$ cat src/design/host_glue_pkg.sv
package host_glue_pkg;

    // clock and times
    localparam int CLK_PERIOD_NS = 100;
    localparam int XTAL_KHZ = 16000;
    localparam int HOST_KHZ = 8000;
    localparam int TICK_FAST_NS = 1000000;
    localparam int TICK_SLOW_NS = 2000000;
    localparam int TICK_FAST_CYC = TICK_FAST_NS / CLK_PERIOD_NS;
    localparam int TICK_SLOW_CYC = TICK_SLOW_NS / CLK_PERIOD_NS;
    localparam int MIDI_BAUD = 31250;
    localparam int MIDI_HALF_CYC =
        1000000000 / (MIDI_BAUD * 2 * CLK_PERIOD_NS);
    localparam int TICK_W = 16;

    // register byte offsets
    localparam logic [11:0] CTRL_OFS = 12'h000;
    localparam logic [11:0] STAT_OFS = 12'h004;
    localparam logic [11:0] PEND_OFS = 12'h008;
    localparam logic [11:0] IEN_OFS = 12'h00C;

    // control field positions
    localparam int CTRL_PROG5 = 0;
    localparam int CTRL_PROG6 = 1;
    localparam int CTRL_PROG7 = 2;
    localparam int CTRL_FRONT_MASK_N = 3;
    localparam int CTRL_DIGIO_MASK_N = 4;
    localparam int CTRL_MAP_IN = 5;
    localparam int CTRL_SRAM128 = 6;
    localparam int CTRL_ROM512 = 7;
    localparam int CTRL_W = 8;

    // status field positions
    localparam int STAT_DSP_FLAG = 0;
    localparam int STAT_SLAVE_FLAG = 1;
    localparam int STAT_PWR_FAIL = 2;
    localparam int STAT_LEVEL_LSB = 4;
    localparam int STAT_ANY = 7;

    // reset values
    localparam logic [CTRL_W-1:0] CTRL_RST = 8'h00;
    localparam logic [7:0] IEN_RST = 8'hFF;

    // interrupt levels
    localparam int IRQ_N = 8;
    localparam int LVL_TIMER = 0;
    localparam int LVL_MIDI = 1;
    localparam int LVL_DISPLAY = 2;
    localparam int LVL_DMA = 3;
    localparam int LVL_DSP = 4;

    // address windows, upper address bits
    localparam logic [1:0] ROM_HI_TAG = 2'h3;
    localparam logic [1:0] ROM_LO_TAG = 2'h1;
    localparam logic [1:0] DRAM_TAG = 2'h0;
    localparam logic [3:0] SRAM_TAG = 4'hB;
    localparam logic [3:0] SRAM_MAP_TAG = 4'h7;
    localparam logic [3:0] CARD_TAG = 4'h8;
    localparam logic [4:0] DSP_TAG = 5'h12;
    localparam logic [6:0] SLAVE_TAG = 7'h50;

    localparam logic [2:0] BUS_PASSIVE = 3'h7;

endpackage

$ cat src/design/mem_select_decode.sv
`timescale 1ns/10ps
module mem_select_decode
    import host_glue_pkg::*;
(
    // address and options
    input wire logic [19:0] addr,
    input wire logic rom512,
    input wire logic sram128,
    input wire logic sramMapIn,
    // hits
    output logic romHit,
    output logic dramHit,
    output logic sramDecodeHit,
    output logic dspHit,
    output logic slaveHit,
    output logic cardHit
);
    wire mapWin = sram128 && sramMapIn && addr[19:16] == SRAM_MAP_TAG;
    wire sramSmall = !sram128 && addr[19:15] == {SRAM_TAG, 1'b0};
    wire sramBig = sram128 && addr[19:16] == SRAM_TAG;
    wire romLow = rom512 && addr[19:18] == ROM_LO_TAG && !mapWin;

    assign romHit = addr[19:18] == ROM_HI_TAG || romLow;
    assign dramHit = addr[19:18] == DRAM_TAG;
    assign sramDecodeHit = sramSmall || sramBig || mapWin;
    assign dspHit = addr[19:15] == DSP_TAG;
    assign slaveHit = addr[19:13] == SLAVE_TAG;
    assign cardHit = addr[19:16] == CARD_TAG;
endmodule

$ cat src/design/irq_edge_bank.sv
`timescale 1ns/10ps
module irq_edge_bank
    import host_glue_pkg::*;
#(
    parameter int N = IRQ_N
)(
    // clock
    input wire logic core_clk,
    input wire logic rst,
    input wire logic clkEn,
    // sources and clears
    input wire logic [N-1:0] src,
    input wire logic [N-1:0] clr,
    // sticky edge flags
    output logic [N-1:0] pending
);
    logic [N-1:0] prev_q;
    logic [N-1:0] pend_q;
    assign pending = pend_q;

    generate
        if (N < 1) begin : g_chk
            $error("irq_edge_bank needs at least one level");
        end
        for (genvar i = 0; i < N; i++) begin : g_lvl
            wire rise = src[i] && !prev_q[i];
            always_ff @(posedge core_clk or posedge rst) begin
                if (rst) begin
                    prev_q[i] <= 1'b0;
                    pend_q[i] <= 1'b0;
                end else if (clkEn) begin
                    prev_q[i] <= src[i];
                    pend_q[i] <= rise || (pend_q[i] && !clr[i]);
                end
            end
        end
    endgenerate
endmodule

$ cat src/design/host_memory_decode_and_irq_glue.sv
// Chosen here: the address map and the APB slave port.
`timescale 1ns/10ps
//Contract
// - host phase halves clock; two banks
// - latch muxed address, bits 11:8 direct
// - nmi plus eight levels, level 0 first
// - fixed assignment of sources to levels
// - nmi pulses on receiver error when enabled
// - level 3 from dma terminal count
// - level 4 from slave or dsp
// - dsp flag is line and front mask
// - levels 5-7 from control bits
// - levels respond to rising edges
// - timers give midi clock, 2ms, 1ms
// - rom select for C0000-FFFFF
// - 512K rom also at 40000-7FFFF, less any sram map-in window
// - dram 18 address bits, 10 row, 10 column
// - op delayed to row, preterm to column
// - column select picks high address bits
// - read strobe low means read
// - sram window depends on size, map-in
// - sram enable gated by power monitor
// - dsp port select 90000-97FFF
// - slave ram select A0000-A1FFF
// - card select 80000-8FFFF
module host_memory_decode_and_irq_glue
    import host_glue_pkg::*;
#(
    parameter int FAST_CYC = TICK_FAST_CYC,
    parameter int SLOW_CYC = TICK_SLOW_CYC
)(
    // clock and reset
    input wire logic core_clk,
    input wire logic rst,
    input wire logic clkEn,
    // apb slave
    input wire logic psel,
    input wire logic penable,
    input wire logic pwrite,
    input wire logic [11:0] paddr,
    input wire logic [31:0] pwdata,
    output logic [31:0] prdata,
    output logic pready,
    output logic pslverr,
    // host bus
    input wire logic [19:0] hostAddrBus,
    input wire logic [3:0] hostAddrMid,
    input wire logic addrLatchEn,
    input wire logic [2:0] host_bus_status,
    input wire logic host_mem_read_n,
    input wire logic host_mem_write_n,
    input wire logic host_refresh_req_n,
    output logic [19:0] host_addr_latched,
    // memory selects
    output logic rom_select_n,
    output logic sram_chip_enable_n,
    output logic dsp_port_select_n,
    output logic slave_ram_select_n,
    output logic card_window_select_n,
    // dram
    output logic row_strobe_n,
    output logic column_strobe_n,
    output logic column_addr_select,
    output logic [9:0] dram_mux_addr,
    output logic dramWrite_n,
    // interrupt sources
    input wire logic midiEvent,
    input wire logic dma_terminal_count_n,
    input wire logic dsp_port_signal_bit,
    input wire logic slaveIrq,
    input wire logic rxError,
    input wire logic power_fail_monitor,
    // interrupts to processor
    output logic hostNmi,
    output logic [IRQ_N-1:0] prioIrqLevel,
    output logic midiBitClk,
    output logic hostPhase
);
    generate
        if (FAST_CYC < 2 || SLOW_CYC < 2 ||
            FAST_CYC >= 2**TICK_W || SLOW_CYC >= 2**TICK_W) begin : g_chk
            $error("tick counts out of range");
        end
    endgenerate

    // registers
    logic [CTRL_W-1:0] ctrl_q;
    logic [7:0] ien_q;
    logic [31:0] prdata_q;
    logic pready_q;
    logic pslverr_q;
    logic phase_q;
    logic [19:0] addr_q;
    logic rom_q, sram_q, dsp_q, slave_q, card_q;
    logic ras_q, cas_q, colSel_q, dramWr_q;
    logic [9:0] mux_q;
    logic nmi_q, errPrev_q;
    logic [IRQ_N-1:0] irq_q;
    logic [TICK_W-1:0] fast_q, slow_q;
    logic fastTick_q, slowTick_q;
    logic [8:0] midiCnt_q;
    logic midiClk_q;

    // apb decode
    wire setup = psel && !penable;
    wire access = psel && penable && pready_q;
    wire hitCtrl = paddr == CTRL_OFS;
    wire hitStat = paddr == STAT_OFS;
    wire hitPend = paddr == PEND_OFS;
    wire hitIen = paddr == IEN_OFS;
    wire mapped = hitCtrl || hitStat || hitPend || hitIen;
    wire wrCtrl = access && pwrite && hitCtrl;
    wire wrIen = access && pwrite && hitIen;
    wire wrPend = access && pwrite && hitPend;

    // address latch and decode
    wire [19:0] latchNext = addrLatchEn ?
        {hostAddrBus[19:12], hostAddrMid, hostAddrBus[7:0]} :
        {addr_q[19:12], hostAddrMid, addr_q[7:0]};
    wire romHit, dramHit, sramHit, dspHit, slaveHit, cardHit;

    mem_select_decode u_dec (
        .addr(addr_q),
        .rom512(ctrl_q[CTRL_ROM512]),
        .sram128(ctrl_q[CTRL_SRAM128]),
        .sramMapIn(ctrl_q[CTRL_MAP_IN]),
        .romHit(romHit),
        .dramHit(dramHit),
        .sramDecodeHit(sramHit),
        .dspHit(dspHit),
        .slaveHit(slaveHit),
        .cardHit(cardHit)
    );

    // memory cycle qualification
    wire busActive = host_bus_status != BUS_PASSIVE;
    wire memCycle = busActive &&
        (!host_mem_read_n || !host_mem_write_n);
    wire refresh = !host_refresh_req_n;
    wire useSel = memCycle && !refresh;
    wire dram_op_n = !(refresh || (useSel && dramHit));
    wire row_strobe_preterm_n = ras_q || refresh || !memCycle;
    wire isRead = !host_mem_read_n;
    wire sram_decode_hit = useSel && sramHit;
    wire sramEnN = !(sram_decode_hit && !power_fail_monitor);
    wire [9:0] muxNext = colSel_q ? addr_q[19:10] : addr_q[9:0];

    // interrupt sources
    wire dsp_signal_line_n = !dsp_port_signal_bit;
    wire dsp_irq_flag = dsp_signal_line_n &&
        ctrl_q[CTRL_FRONT_MASK_N];
    wire slave_to_host_irq_flag = slaveIrq;
    wire [IRQ_N-1:0] irqSrc = {
        ctrl_q[CTRL_PROG7],
        ctrl_q[CTRL_PROG6],
        ctrl_q[CTRL_PROG5],
        dsp_irq_flag || slave_to_host_irq_flag,
        !dma_terminal_count_n,
        slowTick_q,
        midiEvent,
        fastTick_q
    };
    wire [IRQ_N-1:0] irqClr = wrPend ? pwdata[IRQ_N-1:0] : '0;
    wire [IRQ_N-1:0] pending;

    irq_edge_bank #(.N(IRQ_N)) u_edges (
        .core_clk(core_clk),
        .rst(rst),
        .clkEn(clkEn),
        .src(irqSrc),
        .clr(irqClr),
        .pending(pending)
    );

    // fixed priority, lowest index wins
    wire [IRQ_N-1:0] active = pending & ien_q;
    logic [2:0] topLevel;
    always_comb begin
        topLevel = 3'h0;
        for (int i = IRQ_N - 1; i >= 0; i--) begin
            if (active[i]) begin
                topLevel = 3'(i);
            end
        end
    end
    wire anyActive = |active;
    wire errRise = rxError && !errPrev_q;
    wire nmiNext = errRise && ctrl_q[CTRL_DIGIO_MASK_N];

    // read mux
    wire [7:0] statWord = {anyActive, topLevel, 1'b0,
        power_fail_monitor, slave_to_host_irq_flag, dsp_irq_flag};
    wire [31:0] rdNext =
        hitCtrl ? {24'h000000, ctrl_q} :
        hitStat ? {24'h000000, statWord} :
        hitPend ? {24'h000000, pending} :
        hitIen ? {24'h000000, ien_q} : 32'h00000000;

    // apb slave
    always_ff @(posedge core_clk or posedge rst) begin
        if (rst) begin
            pready_q <= 1'b0;
            pslverr_q <= 1'b0;
            prdata_q <= 32'h00000000;
        end else if (clkEn) begin
            pready_q <= setup;
            pslverr_q <= setup && !mapped;
            prdata_q <= (setup && !pwrite) ? rdNext : 32'h00000000;
        end
    end

    always_ff @(posedge core_clk or posedge rst) begin
        if (rst) begin
            ctrl_q <= CTRL_RST;
            ien_q <= IEN_RST;
        end else if (clkEn) begin
            if (wrCtrl) begin
                ctrl_q <= pwdata[CTRL_W-1:0];
            end
            if (wrIen) begin
                ien_q <= pwdata[7:0];
            end
        end
    end

    // host clock phase, halving the core clock
    always_ff @(posedge core_clk or posedge rst) begin
        if (rst) begin
            phase_q <= 1'b0;
        end else if (clkEn) begin
            phase_q <= !phase_q;
        end
    end

    // address latch follows the strobe every cycle, not only on one phase
    always_ff @(posedge core_clk or posedge rst) begin
        if (rst) begin
            addr_q <= 20'h00000;
        end else if (clkEn) begin
            addr_q <= latchNext;
        end
    end

    // bank on host clock: selects, row strobe
    always_ff @(posedge core_clk or posedge rst) begin
        if (rst) begin
            rom_q <= 1'b1;
            sram_q <= 1'b1;
            dsp_q <= 1'b1;
            slave_q <= 1'b1;
            card_q <= 1'b1;
            ras_q <= 1'b1;
            dramWr_q <= 1'b1;
        end else if (clkEn && !phase_q) begin
            rom_q <= !(useSel && romHit);
            sram_q <= sramEnN;
            dsp_q <= !(useSel && dspHit);
            slave_q <= !(useSel && slaveHit);
            card_q <= !(useSel && cardHit);
            ras_q <= dram_op_n;
            dramWr_q <= !(!dram_op_n && !refresh && !isRead);
        end
    end

    // bank on inverted host clock: column side
    always_ff @(posedge core_clk or posedge rst) begin
        if (rst) begin
            cas_q <= 1'b1;
            colSel_q <= 1'b0;
            mux_q <= 10'h000;
        end else if (clkEn && phase_q) begin
            // column strobe falls on the same edge that the mux switches to the column
            cas_q <= row_strobe_preterm_n || !colSel_q;
            colSel_q <= !ras_q && !refresh;
            mux_q <= muxNext;
        end
    end

    // timers and interrupt outputs
    always_ff @(posedge core_clk or posedge rst) begin
        if (rst) begin
            fast_q <= '0;
            slow_q <= '0;
            fastTick_q <= 1'b0;
            slowTick_q <= 1'b0;
            midiCnt_q <= 9'h000;
            midiClk_q <= 1'b0;
        end else if (clkEn) begin
            fastTick_q <= fast_q == TICK_W'(FAST_CYC - 1);
            slowTick_q <= slow_q == TICK_W'(SLOW_CYC - 1);
            fast_q <= (fast_q == TICK_W'(FAST_CYC - 1)) ?
                '0 : fast_q + 1'b1;
            slow_q <= (slow_q == TICK_W'(SLOW_CYC - 1)) ?
                '0 : slow_q + 1'b1;
            if (midiCnt_q == 9'(MIDI_HALF_CYC - 1)) begin
                midiCnt_q <= 9'h000;
                midiClk_q <= !midiClk_q;
            end else begin
                midiCnt_q <= midiCnt_q + 9'h001;
            end
        end
    end

    always_ff @(posedge core_clk or posedge rst) begin
        if (rst) begin
            errPrev_q <= 1'b0;
            nmi_q <= 1'b0;
            irq_q <= '0;
        end else if (clkEn) begin
            errPrev_q <= rxError;
            nmi_q <= nmiNext;
            irq_q <= anyActive ?
                (IRQ_N'(1) << topLevel) : '0;
        end
    end

    // outputs
    assign prdata = prdata_q;
    assign pready = pready_q;
    assign pslverr = pslverr_q;
    assign host_addr_latched = addr_q;
    assign rom_select_n = rom_q;
    assign sram_chip_enable_n = sram_q;
    assign dsp_port_select_n = dsp_q;
    assign slave_ram_select_n = slave_q;
    assign card_window_select_n = card_q;
    assign row_strobe_n = ras_q;
    assign column_strobe_n = cas_q;
    assign column_addr_select = colSel_q;
    assign dram_mux_addr = mux_q;
    assign dramWrite_n = dramWr_q;
    assign hostNmi = nmi_q;
    assign prioIrqLevel = irq_q;
    assign midiBitClk = midiClk_q;
    assign hostPhase = phase_q;
endmodule

$ cat config.mk
export PLATFORM = sky130hd
export DESIGN_NAME = host_memory_decode_and_irq_glue
export DESIGN_NICKNAME = d
export VERILOG_FILES = /design/src/design/host_glue_pkg.sv /design/src/design/mem_select_decode.sv /design/src/design/irq_edge_bank.sv /design/src/design/host_memory_decode_and_irq_glue.sv
export SDC_FILE = /design/constraint.sdc
export NUM_CORES = 1
export LEC_CHECK = 0
export ABC_AREA = 1
export BUFFER_PORTS_ARGS = -buffer_cell sky130_fd_sc_hd__buf_2
export CAP_MARGIN = 20
export CELL_PAD_IN_SITES_DETAIL_PLACEMENT = 0
export CELL_PAD_IN_SITES_GLOBAL_PLACEMENT = 2
export CORE_ASPECT_RATIO = 0.6
export CORE_UTILIZATION = 34
export CTS_BUF_LIST = sky130_fd_sc_hd__clkbuf_8
export CTS_CLUSTER_DIAMETER = 30
export DETAILED_ROUTE_END_ITERATION = 8
export PLACE_DENSITY = 0.93
export SLEW_MARGIN = 15
export SYNTH_ARGS = -nofsm -noshare
export SYNTH_HDL_FRONTEND = slang
export SYNTH_SLANG_ARGS = --single-unit
export TNS_END_PERCENT = 30
$ cat constraint.sdc
create_clock -name core_clk -period 9.8 [get_ports core_clk]
set_input_delay 1.96 -clock core_clk [delete_from_list [all_inputs] [get_ports core_clk]]
set_output_delay 1.96 -clock core_clk [all_outputs]
set_load 0.05 [all_outputs]
After elaboration in Yosys (flattened, before gate mapping)
Index checks and enable logic that the tools add are counted.
{ "totals": {"mem_bits_ro": 0, "mem_bits_rw": 0, "output_inout_bits": 84, "memories": 0, "input_bits": 87, "regBits": 160, "latch_bits": 0} }
{ "op_classes": {"multipliers": 0, "eq_ne": 15, "div": 0, "order_cmp": 0, "mux": 19, "add_sub_neg": 3, "reduce_logical": 115, "n_shift": 1, "bitwise": 1} }
{ "ops": {"columns": ["cell", "count"], "rows": [
  ["$mux 8", 7],
  ["$logic_and 1x1->1", 48],
  ["$logic_not 1->1", 40],
  ["$add 16x1->16 const B", 2],
  ["$mux 16", 2],
  ["$eq 12x4->1 const B", 2],
  ["$mux 3", 8],
  ["$logic_or 1x1->1", 20],
  ["$eq 16x14->1 const B", 1],
  ["$eq 16x15->1 const B", 1],
  ["$eq 12x3->1 const B", 1],
  ["$logic_not 12->1", 1],
  ["$eq 5x5->1 const B", 2],
  ["$mux 10", 1],
  ["$add 9x1->9 const B", 1],
  ["$eq 9x8->1 const B", 1],
  ["$mux 9", 1],
  ["$and 8x8->8", 1],
  ["$eq 4x4->1 const B", 2],
  ["$reduce_and 2->1", 4],
  ["$reduce_or 8->1", 1],
  ["$shl 1x3->8 const A", 1],
  ["$eq 7x7->1 const B", 1],
  ["$eq 4x3->1 const B", 1],
  ["4 further kinds", 4]
]} }

Longest topological paths before layout
{ "logic_depth": {"ltp_word": 12, "mapped_depth": 12, "ltp_nobuf": 12} }

By module
A second synthesis with hierarchy kept.
{ "hier_totals": {"hier_cells": 839, "area_unflattened_um2": 6998.0} }
{ "by_module_without_submodules": {"columns": ["module", "n_inst", "area_per_inst_um2", "cells_per_inst", "seq_area_each_um2"], "rows": [
  ["host_memory_decode_and_irq_glue", 1, 6202.2, 734, 3022.9],
  ["irq_edge_bank", 1, 668.1, 76, 400.4],
  ["mem_select_decode", 1, 127.6, 29, 0.0]
]} }

Least setup slack after synthesis
OpenSTA, ideal clock, no wires.
{ "synth_path": {"path_type": "in2reg", "from": "in paddr[11]", "to": "reg ctrl_q[0]", "t_arrival_ns": 2.919, "setup_slack_ns": 6.763, "required_ns": 9.681, "setup_time_ns": 0.119, "path_buffers": 1, "cell_stages": 9, "cell_sequence": "nor2_2 > nand2_2 > nor2_8 > nand4_4 > inv_2 > nand2_2 > buf_6 > nand2_1 > o21ai_2"} }
{ "synth_between": {"elab_chain_len": 3} }
{ "synth_lines": {"columns": ["element", "line", "rtl"], "rows": [
  ["start, declared", "host_memory_decode_and_irq_glue.sv:40", "input wire logic [11:0] paddr,"],
  ["$logic_not 12->1", "host_memory_decode_and_irq_glue.sv:107", "wire hitCtrl = paddr == CTRL_OFS;"],
  ["$logic_and 1x1->1", "host_memory_decode_and_irq_glue.sv:112", "wire wrCtrl = access && pwrite && hitCtrl;"],
  ["$reduce_and 2->1 (no source line)", null, null],
  ["end signal, assigned", "host_memory_decode_and_irq_glue.sv:218", "ctrl_q <= pwdata[CTRL_W-1:0];"],
  ["end, declared", "host_memory_decode_and_irq_glue.sv:87", "logic [CTRL_W-1:0] ctrl_q;"]
]} }
No other way between the ends.
A chain may end at the register's enable or synchronous reset.

Final worst setup path
{ "layout_path": {"from": "in clkEn", "to": "reg ctrl_q[2]"} }
{ "layout_between": {"elab_chain_len": 1} }
{ "layout_lines": {"columns": ["element", "line", "rtl"], "rows": [
  ["start, declared", "host_memory_decode_and_irq_glue.sv:35", "input wire logic clkEn,"],
  ["$reduce_and 2->1 (no source line)", null, null]
]} }
No other way between the ends.

==> flow_metrics.tcl <==
set metrics [dict create \
    status "finished clean" \
    antenna_found_initial 0 \
    ioPinCount 171 \
    clock_sinks 136 \
    antennaDiodeCount 0 \
    fin_crit_ns 3.65 \
    viasPerCell 4.72 \
    layout_commonest_cell "nand2_1" \
    use_met1 0.295 \
    p_comb_frac 0.262 \
    power_leakage_nw 4.14 \
    worst_path_max_delay_cell "buf_4" \
    met2_usage 0.224 \
    syn_area_um2 6850 \
    synth_area_per_cell_um2 8.23 \
    dr.first_iter.drc_count 481 \
    synth_area_leaders "dfrtp_1 (44%), nand2_1 (12%), dfstp_2 (6.1%)" \
    core_area_um2 19400 \
    cp_max_fo 57 \
    syn2layout_area_growth_pct 16.6 \
    start_kind "input pin" \
    crit_chain "buf_2 > buf_4 > inv_2 > buf_4 > nor2_1 > nand2_2 > nand2_1 > o21ai_2" \
    final-hold-violation-count 0 \
    irDropWorstVdd_v 0.000134 \
    dp_hpwl_um 12700 \
    synth_top_area_cell "dfrtp_1" \
    row_count 39 \
    fin_setup_tns_ns 0 \
    max_slew_margin 0.366 \
    sw_frac_of_total 0.389 \
    p_sw_w 0.000631 \
    port_buffers 118 \
    required_ns 10.12 \
    layout_common_cells "nand2_1 (225), dfrtp_1 (120), buf_2 (118), inv_1 (81), nor2_1 (72)" \
    wl_per_cell_um 14.4 \
    async_flop_share 1.00 \
    final_area_um2 7990 \
    cts_buffer_depth 2 \
    hp-class "register to register" \
    crit_start "clkEn" \
    clkTransAtPathRegs_ns 0.08 \
    crit_top_cell "buf_4" \
    synth.top_cell.area_share 0.439 \
    ys_types 44 \
    post-route-drc-count 0 \
    cpPeakStageDelay_ns 0.46 \
    drive_above_1_share 0.221 \
    root_buffer "clkbuf_8" \
    routabilityCongestion 0.815 \
    maxCapViolCount 0 \
    place_area_um2 7600 \
    clock.fmax_mhz 274 \
    p_seq_frac 0.455 \
    grt_busiest_layer "met1" \
    grt_pass1_vias 5308 \
    clock_latency_ns 0.45 \
    synth_ff_type "dfrtp_1" \
    post_cts_resized 0 \
    grt_pass1_wl_um 29000 \
    postSynthCellCount 832 \
    tritoncts "built" \
    wirelength_um 17800 \
    ys_seq_elements 136 \
    dr.pass1.iters 5 \
    reg2reg_from "fast_q[0]$_DFFE_PP0P_" \
    seq_area_frac_synth 0.500 \
    h-tree-depth 4 \
    cts_setup_buffers 0 \
    worst_slew_pin_slew_ns 0.951 \
    power.density_nw_per_um2 203 \
    layout.nets 1041 \
    grt_usage 0.180 \
    postRouteAntennaNets 0 \
    die-area_um2 20700 \
    rsz0062_at_grt "false" \
    hold_start "errPrev_q$_DFFE_PP0P_" \
    maxSlewViolCount 0 \
    post-route-period-util 0.373 \
    grt-ovfl-total 0 \
    yosys_warnings 0 \
    routed-via-count 5804 \
    grt_max_degree 76 \
    crit_family "buffers and inverters" \
    die_y_um 112 \
    n_fill_cell 2022 \
    critical_path_class "input pin to register" \
    grt_use_met3 0.0550 \
    crit_buf_inv 4 \
    skew_ns 0.0198 \
    cp-end-kind "register" \
    p_int_w 0.000993 \
    cts_buffers 17 \
    initial_core_util 0.353 \
    cp_data_arrival_time_ns 3.97 \
    synth_edf_count 0 \
    setup_viol 0 \
    clockPowerShare 0.283 \
    dieWidth_um 185 \
    hold_buffers 0 \
]
-- per-layer routing --
layer	routed length, µm	vias to the layer above	part of all wire
li1	-	2899	-
met1	9630	2696	0.54
met2	6650	201	0.37
met3	1400	8	0.079
met4	78	0	0.0044
met5	0	-	0
-- synthesized netlist by cell type, types with 4 or more instances --
| cell | number |
|---|---|
| inv_2 | 6 |
| xnor2_1 | 4 |
| buf_2 | 8 |
| nor2_1 | 72 |
| o21a_1 | 8 |
| nor3_1 | 22 |
| o31ai_1 | 4 |
| nand4_1 | 17 |
| xor2_1 | 11 |
| dfstp_2 | 16 |
| buf_4 | 24 |
| nand2_1 | 225 |
| a21oi_1 | 36 |
| clkbuf_1 | 8 |
| nand2_2 | 6 |
| nand3_1 | 48 |
| dfrtp_1 | 120 |
| mux2_2 | 12 |
| nor4_1 | 9 |
| o21ai_0 | 51 |
| or2_2 | 4 |
| o21ai_2 | 8 |
| inv_1 | 80 |
-- flip-flops by register name, summed over array words and instances, names as in the netlist, 8 cells and up --
| register | cells |
|---|---|
| host_addr_latched | 20 |
| fast_q | 16 |
| slow_q | 16 |
| dram_mux_addr | 10 |
| midiCnt_q | 9 |
| ctrl_q | 8 |
| ien_q | 8 |
| prdata | 8 |
| prioIrqLevel | 8 |
| u_edges.pending | 8 |
| u_edges.prev_q | 8 |
-- cell families after synthesis --
logic type | Yosys count | synth area share
AO/OA/AOI/OAI | 116 | 0.0976
other | 1 | 0.000548
adder cells (fa/ha/maj) | 3 | 0.00548
AND/OR/NAND/NOR | 419 | 0.269
buffers and inverters | 130 | 0.0881
multiplexers | 12 | 0.0197
flip-flops | 136 | 0.500
XOR/XNOR | 15 | 0.0192
-- stage by stage --
step	instances	util	hold WS (ns)	setup slack (ns)	total power (W)
final	1230	0.412	0.448	6.15	0.00162
after global routing	1230	0.412	0.479	6.00	0.00172
after CTS	1230	0.412	0.452	6.20	0.00164
after detailed placement	1198	0.392	0.440	5.74	0.00117
after global placement	1198	0.392	0.442	5.76	0.00117
after floorplan	855	-	0.430	4.23	0.00106
-- cell type report --
| type | instances | area [µm²] | share of cell area |
|---|---|---|---|
| multi-input combinational | 589 | 2910 | 0.364 |
| sequential | 136 | 3420 | 0.429 |
| tap | 266 | 333 | 0.0417 |
| inverter | 86 | 328 | 0.0411 |
| clock buffer | 18 | 248 | 0.0310 |
| timing repair buffer | 121 | 613 | 0.0768 |
| clock inverter | 14 | 134 | 0.0168 |
-- path summary, 6_finish.rpt --
check	slack, ns	to	cells past startpoint
hold reg to reg	0.45	hostNmi$_DFFE_PP0P_	1
hold / removal	0.45	hostNmi$_DFFE_PP0P_	1
min in group asynchronous	1.58	ctrl_q[1]$_DFFE_PP0P_	2
max in group asynchronous	6.80	host_addr_latched[10]$_DFFE_PP0P_	3
setup / recovery	6.15	ctrl_q[2]$_DFFE_PP0P_	8
setup reg to reg	7.99	fast_q[10]$_DFFE_PP0P_	11
-- power by group through the flow --
stage / combinational, W / clock, W / sequential, W
floorplan: 0.000225 / 0 / 0.000835
global placement: 0.000423 / 0 / 0.000745
detailed placement: 0.000424 / 0 / 0.000745
CTS: 0.000426 / 0.000474 / 0.000737
global route: 0.000471 / 0.000499 / 0.000750
finish: 0.000425 / 0.000459 / 0.000739
Note: power is estimated with default switching activity, not from simulation.
